### config.mk
export PLATFORM = sky130hd
export DESIGN_NAME = sdl_link
export DESIGN_NICKNAME = d
export VERILOG_FILES = /design/src/hw/sdl_pkg.sv /design/src/hw/sdl_link.sv /design/src/hw/sdl_sync.sv
export SDC_FILE = /design/constraint.sdc
export NUM_CORES = 1
export LEC_CHECK = 0
export BUFFER_PORTS_ARGS = -buffer_cell sky130_fd_sc_hd__buf_2
export CELL_PAD_IN_SITES_DETAIL_PLACEMENT = 1
export CELL_PAD_IN_SITES_GLOBAL_PLACEMENT = 2
export CORE_AREA = 2 2 151 153
export DETAILED_ROUTE_END_ITERATION = 16
export DIE_AREA = 0 0 153 155
export PLACE_DENSITY = 0.91
export SYNTH_ARGS = -nofsm -noshare
export SYNTH_HDL_FRONTEND = slang
export SYNTH_SLANG_ARGS = --single-unit
### constraint.sdc
create_clock -name pclk -period 3.88 [get_ports pclk]
set_clock_uncertainty 0.15 [all_clocks]
set_input_delay 0.388 -clock pclk [delete_from_list [all_inputs] [get_ports pclk]]
set_output_delay 0.388 -clock pclk [all_outputs]
set_load 0.05 [all_outputs]
### src/hw/sdl_pkg.sv
// Shared constants, types and register map of the serial link block
package sdl_pkg;

	// ==========================================================
	// Frame layout
	localparam int          DATA_W      = 24;
	localparam int          CTL_BITS    = 4;
	localparam int          FRAME_BITS  = DATA_W + CTL_BITS;
	localparam int          HALF_FRAME  = FRAME_BITS / 2;
	localparam int          BANK_W      = 8;
	localparam int          BANKS       = DATA_W / BANK_W;
	localparam logic [1:0]  CLK_HEAD    = 2'h3;
	localparam logic [1:0]  CLK_TAIL    = 2'h0;

	// ==========================================================
	// Timing (one serial bit per pclk cycle)
	localparam int          PCLK_HZ     = 10_000_000;
	localparam int          UI_CYCLES   = 1;
	localparam int          STAGGER_CYC = (UI_CYCLES + 1) / 2;
	localparam int          RX_EARLY    = 1;
	localparam int          LOCK_FRAMES = 4;
	localparam int          TX_LOCK_EDGES = 16;

	// ==========================================================
	// Register map
	localparam int          ADDR_W      = 12;
	localparam logic [11:0] OFS_CTRL    = 12'h000;
	localparam logic [11:0] OFS_STATUS  = 12'h004;
	localparam logic [11:0] OFS_INT_ST  = 12'h008;
	localparam logic [11:0] OFS_INT_MSK = 12'h00c;
	localparam logic [11:0] OFS_RX_WORD = 12'h010;
	localparam int          CTRL_RELOCK = 0;
	localparam int          ST_LOCK     = 0;
	localparam int          ST_TX_PLL   = 1;
	localparam int          IRQ_ACQ     = 0;
	localparam int          IRQ_LOST    = 1;
	localparam int          IRQ_TX_PLL  = 2;
	localparam int          IRQ_W       = 3;
	localparam logic [2:0]  MASK_RST    = 3'h0;

	// ==========================================================
	// Types
	typedef enum logic [1:0] {RX_HUNT, RX_VERIFY, RX_LOCKED} sdl_rx_e;

	typedef struct packed {
		logic              tx_clk;
		logic              tx_sel;
		logic              tx_oe;
		logic              tx_pd_n;
		logic              rx_sel;
		logic              rx_oe;
		logic              rx_pd_n;
		logic              ser_in;
		logic [DATA_W-1:0] tx_data;
	} sdl_pins_s;

endpackage

### src/hw/sdl_link.sv
// Embedded-clock serializer and deserializer with APB control
// Functional notes
// - Parallel outputs update in three 8-bit banks, each one step after the last.
// - The serializer embeds its clock in the stream and carries 24 data bits per frame.
// - The deserializer tracks the embedded clock bits and raises link acquired on lock.
// - With tx edge select high, input words are captured on the rising parallel clock edge.
// - With rx edge select high, output data is stable at the recovered clock's rising edge.
// - The deserializer locks onto a live random stream with no training or reference.
// - Each frame is 28 serial bits: 24 data bits plus 4 clock bits.
// - A missed clock edge drops link acquired and restarts the lock search.
// - Serial outputs float on low output enable, low power-down, or unlocked tx PLL.
// - Rx output enable low floats data and clock, lock still shows; power-down floats all.
module sdl_link
	import sdl_pkg::*;
#(
	parameter int LOCK_N  = LOCK_FRAMES,
	parameter int TX_EDGS = TX_LOCK_EDGES
) (
	// APB
	input  wire logic              pclk,
	input  wire logic              presetn,
	input  wire logic [ADDR_W-1:0] paddr,
	input  wire logic              psel,
	input  wire logic              penable,
	input  wire logic              pwrite,
	input  wire logic [31:0]       pwdata,
	output logic      [31:0]       prdata,
	output logic                   pready,
	output logic                   pslverr,
	output logic                   irq,
	// Serializer pins
	input  wire logic              tx_parallel_clock,
	input  wire logic              tx_edge_select,
	input  wire logic              tx_output_enable,
	input  wire logic              tx_power_down_n,
	input  wire logic [DATA_W-1:0] tx_data,
	output logic                   serial_out_p,
	output logic                   serial_out_n,
	output logic                   serial_out_oe,
	// Deserializer pins
	input  wire logic              serial_in_pair,
	input  wire logic              rx_edge_select,
	input  wire logic              rx_output_enable,
	input  wire logic              rx_power_down_n,
	output logic      [DATA_W-1:0] parallel_out,
	output logic                   parallel_out_oe,
	output logic                   rx_clock_out,
	output logic                   rx_clock_oe,
	output logic                   link_acquired,
	output logic                   link_acquired_oe
);

	// ==========================================================
	// Pin synchronisation
	sdl_pins_s raw;
	sdl_pins_s syn;

	assign raw = {tx_parallel_clock, tx_edge_select, tx_output_enable,
		tx_power_down_n, rx_edge_select, rx_output_enable,
		rx_power_down_n, serial_in_pair, tx_data};

	sdl_sync #(.W($bits(sdl_pins_s))) u_sync (
		.clk   (pclk),
		.rst_n (presetn),
		.d     (raw),
		.q     (syn)
	);

	// ==========================================================
	// Serializer
	localparam int TXW = $clog2(TX_EDGS + 1);

	logic                  txc_q;
	logic                  tx_rise;
	logic                  tx_cap;
	logic                  tx_run;
	logic                  tx_pll_r;
	logic [TXW-1:0]        tx_lk_cnt_r;
	logic [DATA_W-1:0]     tx_word_r;
	logic [4:0]            tx_cnt_r;
	logic [FRAME_BITS-1:0] tx_sh_r;
	logic [FRAME_BITS-1:0] tx_frame;
	logic                  tx_bit;
	logic                  ev_tx_pll;

	assign tx_rise   = syn.tx_clk & ~txc_q;
	assign tx_cap    = syn.tx_sel ? tx_rise : (~syn.tx_clk & txc_q);
	assign tx_run    = syn.tx_pd_n & tx_pll_r;
	assign tx_frame  = {CLK_TAIL, tx_word_r, CLK_HEAD};
	assign tx_bit    = (tx_cnt_r == 5'h00) ? tx_frame[0] : tx_sh_r[0];
	assign ev_tx_pll = syn.tx_pd_n & tx_rise & ~tx_pll_r &
		(tx_lk_cnt_r == TXW'(TX_EDGS - 1));

	always_ff @(posedge pclk or negedge presetn) begin
		if (!presetn) begin
			txc_q <= 1'b0;
		end else begin
			txc_q <= syn.tx_clk;
		end
	end

	always_ff @(posedge pclk or negedge presetn) begin
		if (!presetn) begin
			tx_pll_r    <= 1'b0;
			tx_lk_cnt_r <= '0;
		end else if (!syn.tx_pd_n) begin
			tx_pll_r    <= 1'b0;
			tx_lk_cnt_r <= '0;
		end else if (ev_tx_pll) begin
			tx_pll_r    <= 1'b1;
		end else if (tx_rise && !tx_pll_r) begin
			tx_lk_cnt_r <= tx_lk_cnt_r + TXW'(1);
		end
	end

	always_ff @(posedge pclk or negedge presetn) begin
		if (!presetn) begin
			tx_word_r <= '0;
		end else if (tx_cap) begin
			tx_word_r <= syn.tx_data;
		end
	end

	// Frames run back to back; the newest captured word goes out next
	always_ff @(posedge pclk or negedge presetn) begin
		if (!presetn) begin
			tx_cnt_r      <= 5'h00;
			tx_sh_r       <= '0;
			serial_out_p  <= 1'b0;
			serial_out_n  <= 1'b1;
			serial_out_oe <= 1'b0;
		end else begin
			serial_out_oe <= tx_run & syn.tx_oe;
			serial_out_p  <= tx_run & tx_bit;
			serial_out_n  <= ~(tx_run & tx_bit);
			if (!tx_run) begin
				tx_cnt_r <= 5'h00;
				tx_sh_r  <= '0;
			end else begin
				tx_sh_r  <= ((tx_cnt_r == 5'h00) ? tx_frame : tx_sh_r) >> 1;
				tx_cnt_r <= (tx_cnt_r == 5'(FRAME_BITS - 1)) ? 5'h00 :
					tx_cnt_r + 5'h01;
			end
		end
	end

	tx_float_a: assert property (@(posedge pclk) disable iff (!presetn)
		!(tx_run && syn.tx_oe) |=> !serial_out_oe)
		else $error("serial output driven while it should float");
	tx_head_a: assert property (@(posedge pclk) disable iff (!presetn)
		(tx_run && tx_cnt_r == 5'h00) |=> serial_out_p)
		else $error("frame does not open with a clock bit");
	tx_tail_a: assert property (@(posedge pclk) disable iff (!presetn)
		(tx_run && tx_cnt_r == 5'(FRAME_BITS - 2)) |=> !serial_out_p [*2])
		else $error("frame does not close with two low clock bits");
	tx_capture_a: assert property (@(posedge pclk) disable iff (!presetn)
		(syn.tx_sel && tx_rise) |=> tx_word_r == $past(syn.tx_data))
		else $error("word not captured on rising parallel clock");

	// ==========================================================
	// Deserializer lock search
	localparam int GW = $clog2(LOCK_N + 1);

	sdl_rx_e               rx_st_r;
	logic [FRAME_BITS-1:0] rx_sh_r;
	logic [4:0]            rx_cnt_r;
	logic [4:0]            rx_cnt_nxt;
	logic [GW-1:0]         rx_good_r;
	logic [DATA_W-1:0]     rx_word_r;
	logic                  rx_match;
	logic                  rx_tick;
	logic                  rx_locked;
	logic                  relock;

	assign rx_match   = (rx_sh_r[1:0] == CLK_HEAD) &&
		(rx_sh_r[FRAME_BITS-1 -: 2] == CLK_TAIL);
	assign rx_tick    = (rx_cnt_r == 5'h00);
	assign rx_locked  = (rx_st_r == RX_LOCKED);
	assign rx_cnt_nxt = (rx_cnt_r == 5'(FRAME_BITS - 1)) ? 5'h00 :
		rx_cnt_r + 5'h01;

	always_ff @(posedge pclk or negedge presetn) begin
		if (!presetn) begin
			rx_sh_r <= '0;
		end else begin
			rx_sh_r <= {syn.ser_in, rx_sh_r[FRAME_BITS-1:1]};
		end
	end

	always_ff @(posedge pclk or negedge presetn) begin
		if (!presetn) begin
			rx_st_r   <= RX_HUNT;
			rx_cnt_r  <= 5'h00;
			rx_good_r <= '0;
		end else if (!syn.rx_pd_n || relock) begin
			rx_st_r   <= RX_HUNT;
			rx_cnt_r  <= 5'h00;
			rx_good_r <= '0;
		end else begin
			unique case (rx_st_r)
				RX_HUNT: begin
					if (rx_match) begin
						rx_st_r   <= RX_VERIFY;
						rx_cnt_r  <= 5'h01;
						rx_good_r <= GW'(1);
					end
				end
				RX_VERIFY: begin
					rx_cnt_r <= rx_cnt_nxt;
					if (rx_tick && !rx_match) begin
						rx_st_r <= RX_HUNT;
					end else if (rx_tick) begin
						rx_good_r <= rx_good_r + GW'(1);
						if (rx_good_r == GW'(LOCK_N - 1)) begin
							rx_st_r <= RX_LOCKED;
						end
					end
				end
				RX_LOCKED: begin
					rx_cnt_r <= rx_cnt_nxt;
					if (rx_tick && !rx_match) begin
						rx_st_r <= RX_HUNT;
					end
				end
			endcase
		end
	end

	always_ff @(posedge pclk or negedge presetn) begin
		if (!presetn) begin
			rx_word_r <= '0;
		end else if (rx_st_r != RX_HUNT && rx_tick && rx_match) begin
			rx_word_r <= rx_sh_r[DATA_W+1:2];
		end
	end

	// ==========================================================
	// Deserializer outputs
	logic [4:0]       bank_pt;
	logic [BANKS-1:0] bank_go;

	assign bank_pt = syn.rx_sel ? 5'(HALF_FRAME) : 5'(RX_EARLY);

	genvar gi;
	for (gi = 0; gi < BANKS; gi++) begin : g_bank
		assign bank_go[gi] = rx_locked &&
			(rx_cnt_r == bank_pt + 5'(gi * STAGGER_CYC));
		always_ff @(posedge pclk or negedge presetn) begin
			if (!presetn) begin
				parallel_out[gi*BANK_W +: BANK_W] <= '0;
			end else if (bank_go[gi]) begin
				parallel_out[gi*BANK_W +: BANK_W] <=
					rx_word_r[gi*BANK_W +: BANK_W];
			end
		end
	end

	always_ff @(posedge pclk or negedge presetn) begin
		if (!presetn) begin
			rx_clock_out     <= 1'b0;
			rx_clock_oe      <= 1'b0;
			parallel_out_oe  <= 1'b0;
			link_acquired    <= 1'b0;
			link_acquired_oe <= 1'b0;
		end else begin
			rx_clock_out     <= rx_locked &&
				((rx_cnt_r < 5'(HALF_FRAME)) == syn.rx_sel);
			rx_clock_oe      <= syn.rx_pd_n & syn.rx_oe & rx_locked;
			parallel_out_oe  <= syn.rx_pd_n & syn.rx_oe & rx_locked;
			link_acquired    <= rx_locked;
			link_acquired_oe <= syn.rx_pd_n;
		end
	end

	lock_rise_a: assert property (@(posedge pclk) disable iff (!presetn)
		$rose(link_acquired) |-> $past(rx_st_r, 2) == RX_VERIFY)
		else $error("link acquired rose without frame verification");
	lock_drop_a: assert property (@(posedge pclk) disable iff (!presetn)
		(rx_locked && rx_tick && !rx_match) |-> ##2 !link_acquired)
		else $error("missed clock edge did not drop link acquired");
	hunt_catch_a: assert property (@(posedge pclk) disable iff (!presetn)
		(rx_st_r == RX_HUNT && rx_match && syn.rx_pd_n && !relock)
		|=> rx_st_r == RX_VERIFY)
		else $error("search ignored a candidate clock pattern");
	bank_step_a: assert property (@(posedge pclk)
		disable iff (!presetn || !syn.rx_pd_n || relock)
		bank_go[0] |=> bank_go[1] ##1 bank_go[2])
		else $error("output banks not staggered one step apart");
	rclk_phase_a: assert property (@(posedge pclk) disable iff (!presetn)
		(bank_go[0] && syn.rx_sel) |=> !rx_clock_out)
		else $error("data switched while recovered clock was high");
	rx_float_a: assert property (@(posedge pclk) disable iff (!presetn)
		!(syn.rx_pd_n && syn.rx_oe) |=>
		!parallel_out_oe && !rx_clock_oe &&
		link_acquired_oe == $past(syn.rx_pd_n))
		else $error("deserializer outputs not floated as required");

	// ==========================================================
	// APB registers and interrupt
	logic             acc;
	logic             wr_done;
	logic             rd_done;
	logic [IRQ_W-1:0] int_st_r;
	logic [IRQ_W-1:0] int_msk_r;
	logic [IRQ_W-1:0] int_ev;
	logic [IRQ_W-1:0] int_clr;
	logic [31:0]      rd_val;
	logic             rd_hit;

	assign acc     = psel & penable;
	assign wr_done = acc & pready & pwrite;
	assign rd_done = acc & pready & ~pwrite;
	assign relock  = wr_done && paddr == OFS_CTRL && pwdata[CTRL_RELOCK];
	// Clear only the bits that the read returned, so that an event landing
	// between the data capture and the clear is not lost
	assign int_clr = (rd_done && paddr == OFS_INT_ST) ?
		prdata[IRQ_W-1:0] : '0;

	always_comb begin
		int_ev             = '0;
		int_ev[IRQ_ACQ]    = rx_locked & ~link_acquired;
		int_ev[IRQ_LOST]   = ~rx_locked & link_acquired;
		int_ev[IRQ_TX_PLL] = ev_tx_pll;
	end

	always_comb begin
		rd_val = 32'h0000_0000;
		rd_hit = 1'b1;
		unique case (paddr)
			OFS_CTRL:    rd_val = 32'h0000_0000;
			OFS_STATUS: begin
				rd_val[ST_LOCK]   = link_acquired;
				rd_val[ST_TX_PLL] = tx_pll_r;
			end
			OFS_INT_ST:  rd_val[IRQ_W-1:0] = int_st_r;
			OFS_INT_MSK: rd_val[IRQ_W-1:0] = int_msk_r;
			OFS_RX_WORD: rd_val[DATA_W-1:0] = rx_word_r;
			default:     rd_hit = 1'b0;
		endcase
	end

	always_ff @(posedge pclk or negedge presetn) begin
		if (!presetn) begin
			pready  <= 1'b0;
			prdata  <= 32'h0000_0000;
			pslverr <= 1'b0;
		end else begin
			pready <= acc & ~pready;
			if (acc && !pready) begin
				prdata  <= pwrite ? 32'h0000_0000 : rd_val;
				pslverr <= ~rd_hit;
			end
		end
	end

	always_ff @(posedge pclk or negedge presetn) begin
		if (!presetn) begin
			int_msk_r <= MASK_RST;
		end else if (wr_done && paddr == OFS_INT_MSK) begin
			int_msk_r <= pwdata[IRQ_W-1:0];
		end
	end

	// A new event in the clearing cycle survives the read
	always_ff @(posedge pclk or negedge presetn) begin
		if (!presetn) begin
			int_st_r <= '0;
			irq      <= 1'b0;
		end else begin
			int_st_r <= (int_st_r & ~int_clr) | int_ev;
			irq      <= |(int_st_r & int_msk_r);
		end
	end

	irq_level_a: assert property (@(posedge pclk) disable iff (!presetn)
		(|(int_st_r & int_msk_r)) |=> irq)
		else $error("unmasked status bit did not raise the interrupt");
	int_keep_a: assert property (@(posedge pclk) disable iff (!presetn)
		(int_ev[IRQ_LOST] && int_clr[IRQ_LOST]) |=> int_st_r[IRQ_LOST])
		else $error("event lost in the cycle it was cleared");

endmodule

### src/hw/sdl_sync.sv
// Two-flop synchroniser for a vector of independent levels
module sdl_sync #(
	parameter int W = 1
) (
	// Clock and reset
	input  wire logic         clk,
	input  wire logic         rst_n,
	// Levels
	input  wire logic [W-1:0] d,
	output logic      [W-1:0] q
);

	logic [W-1:0] meta_r;

	always_ff @(posedge clk or negedge rst_n) begin
		if (!rst_n) begin
			meta_r <= '0;
			q      <= '0;
		end else begin
			meta_r <= d;
			q      <= meta_r;
		end
	end

endmodule

==> results.toml <==
[yosys]
synth_cells = 646
yosysTopAreaCell = "dfrtp_1"
avgSynthCellArea_um2 = 14.06
synth_seq_cells = 251
synth_top_cell_area_share_pct = 68.90
synthTopCellsByArea = "dfrtp_1 (69%), mux2_2 (9.5%), nand2_1 (2.7%), a22o_1 (2.2%), a21oi_1 (1.9%)"
synth_edf_count = 0
yosysWarnings = 0
synthArstFlopShare_pct = 100.0
synth-main-ff-cell = "dfrtp_1"
synth_seq_area_share_pct = 69.19
netlist_area_um2 = 9080
synthDistinctLibCells = 60

[worst_setup_path]
crit_required_ns = 4.13
path_cells = "inv_1, ha_1, or4b_1, nor3_4, buf_4, mux2_2"
critPathMaxStageDelay_ns = 0.57
crit_path_end_kind = "register"
cp.arrival_ns = 2.82
startpoint_type = "register"
r2r-end = "rx_word_r[16]"
cp_max_fo = 24
crit_buf_inv = 2
r2r_start = "rx_cnt_r[0]"
ff2ff_setup_slack_ns = 1.31
r2r_cells = 6
criticalPathCategory = "reg -> reg"
cp_top_family = "simple AND/OR/NAND/NOR gates"
slowest_stage = "or4b_1"

[floorplan]
rows = 55
die_h_um = 155
ioPinCount = 148
initial_utilization_pct = 40.85
dieArea_um2 = 23720
fp.dieW_um = 153
core-area_um2 = 22230

[global_routing]
gr-usage-all-layers_pct = 17.20
grt_max_degree = 123
antenna_found_initial = 3
first_global_vias = 6310
grt_pass1_wl_mm = 33.15
grt-ovfl-total = 0

[min_path]
hp-class = "in -> reg"
min-delay-start = "pwdata[2]"
holdPathStages = 2
hold_end = "int_msk_r[2]"

[sta]
max_freq_mhz = 389.1
timing.slew.headroom_pct = 29.55
worst_pin_slew_ns = 1.054
rsz0062_at_grt = "false"
finalSetupViolations = 0
finalCriticalPeriod_ns = 2.570
hold_viol = 0
setup_tns_ns = 0
finalCritPeriodShare_pct = 66.24
slew_violations = 0

[final_layout]
final_common_cell = "dfrtp_1"
layout.nets = 889
nFillCells = 2258
multi_input_area_um2 = 2575
drive_gt1_share_pct = 30.30
layout_common_cells = "dfrtp_1 (250), buf_2 (109), mux2_2 (77), nand2_1 (65)"
fin_cells = 1098
seqCellArea_um2 = 6282
final_util_pct = 50.01
syn2layout_area_growth_pct = 22.43

[routing]
wirelength_mm = 19.99
wl_per_cell_um = 18.20
firstDrtPassIters = 4
remaining_drc_errors = 0
drt-vias-per-instance = 5.020
drt_iter0_markers = 215
vias = 5512
ant_nets = 0

[cts]
clock_sinks = 251
clk_pin_slew_worst_paths_ns = 0.07
cts-root-buf = "clkbuf_16"
ctsResizeCount = 0
clock_latency_ns = 0.53
cts_tree = "built"
clock_path_buffers = 3
htreeDepth = 1
numCtsBuffers = 27

[place]
hpwlAfterDp_mm = 12.40
gp_congestion = 0.7584
port-buffer-count = 110
dp.cells = 1018

[power]
power_frac_seq_pct = 49.7
p_sw_share_pct = 23.28
netSwitchingPower_w = 0.001359
p_int_w = 0.004478
irDropWorstVdd_mv = 0.3336
pwr-share-comb_pct = 7.7
power_density_nw_per_um2 = 525.0
p_leak_nw = 5.422
pwr-share-clk_pct = 42.7

[outcome]
outcome = "complete, no violations"

[run]
maxCapViolations = 0
==> metrics by stage <==
step	hold slack [ns]	setup slack, ns	total power [W]	cell area (um2)
after floorplan	-0.05759	1.586	0.003187	9106
after global placement	0.1828	1.176	0.003336	9905
after detailed placement	0.1862	1.137	0.003367	9905
after CTS	0.01956	1.315	0.005921	11110
after global routing	0.01385	1.217	0.006077	11120
final	0.03050	1.310	0.005837	11120
==> area by class of cell <==
cell class	count	share of cell area [%]
Sequential cell	251	56.51
Multi-Input combinational cell	350	23.16
Timing Repair Buffer	151	8.824
Clock buffer	36	6.832
Tap cell	285	3.208
Clock inverter	8	0.9004
Inverter	16	0.5402
Antenna cell	1	0.02251
==> logic make-up (layout without fill, tap and decap cells) <==
kind of cell / count (synthesis) / in the layout / synth area share [%]
AND/OR/NAND/NOR: 151 / 151 / 8.971
buffers and inverters: 52 / 211 / 2.880
other: 1 / 9 / 0.04130
AO/OA/AOI/OAI: 94 / 94 / 6.959
flip-flops: 251 / 251 / 69.19
XOR/XNOR: 7 / 7 / 0.6752
adder cells (fa/ha/maj): 11 / 11 / 1.516
multiplexers: 79 / 79 / 9.770
==> flip-flops by register name, summed over array words and instances, names as in the netlist, 2 cells and up <==
name and flops:
tx_sh_r 25, tx_word_r 24, rx_cnt_r 5, int_msk_r 3
rx_word_r 24, rx_good_r 3, tx_lk_cnt_r 5, int_st_r 3
rx_st_r 2, prdata 24, parallel_out 24, rx_sh_r 28
tx_cnt_r 5, u_sync.meta_r 32, u_sync.q 32
==> metal layers <==
metal / GRT usage [%] / share of wire [%] / vias to the layer above
met2: 31.16 / 52 / 105
met3: 4.234 / 4.8 / 33
met4: 4.321 / 1.9 / 4
li1: - / - / 2523
met1: 20.66 / 41 / 2847
met5: 0 / 0.14 / -
==> timing repair <==
item	4_1_cts	5_1_grt
hold buffers	35	0
setup buffers	0	0
endpoints found under the hold margin	153	0
==> power by group through the flow <==
stage / Clock [W] / Sequential, W / Combinational (W)
after CTS: 0.00256 / 0.00290 / 0.000457
after global routing: 0.00265 / 0.00292 / 0.000501
final: 0.00249 / 0.00290 / 0.000448
after global placement: 0 / 0.00293 / 0.000405
after detailed placement: 0 / 0.00294 / 0.000424
after floorplan: 0 / 0.00291 / 0.000280
==> synthesized netlist by cell type, types with 5 or more instances <==
cell type and instances:
inv_1 16, buf_2 5, and3_1 7, nand3_1 12, a22o_1 23, nor3_1 7, o21ai_0 14, a211oi_1 5
nand2_1 65, nor2_1 14, a21oi_1 35, ha_1 11, buf_4 10, nand3b_1 7, xnor2_1 5, clkbuf_1 18
dfrtp_1 250, mux2_2 77
==> worst max path at each step <==
| stage | start | end | slack, ns | depth (start not counted) |
|---|---|---|---|---|
| 4_1_cts | rx_cnt_r[0] | rx_word_r[16] | 1.32 | 6 |
| 3_3_place_gp | paddr[7] | prdata[19] | 1.18 | 5 |
| 6_report | rx_cnt_r[0] | rx_word_r[16] | 1.31 | 6 |
| 5_1_grt | rx_cnt_r[0] | rx_word_r[16] | 1.22 | 6 |
| 2_1_floorplan | rx_cnt_r[1] | rx_word_r[10] | 1.59 | 8 |
| 3_5_place_dp | paddr[7] | prdata[5] | 1.14 | 5 |
Note: power is estimated with default switching activity, not from simulation.
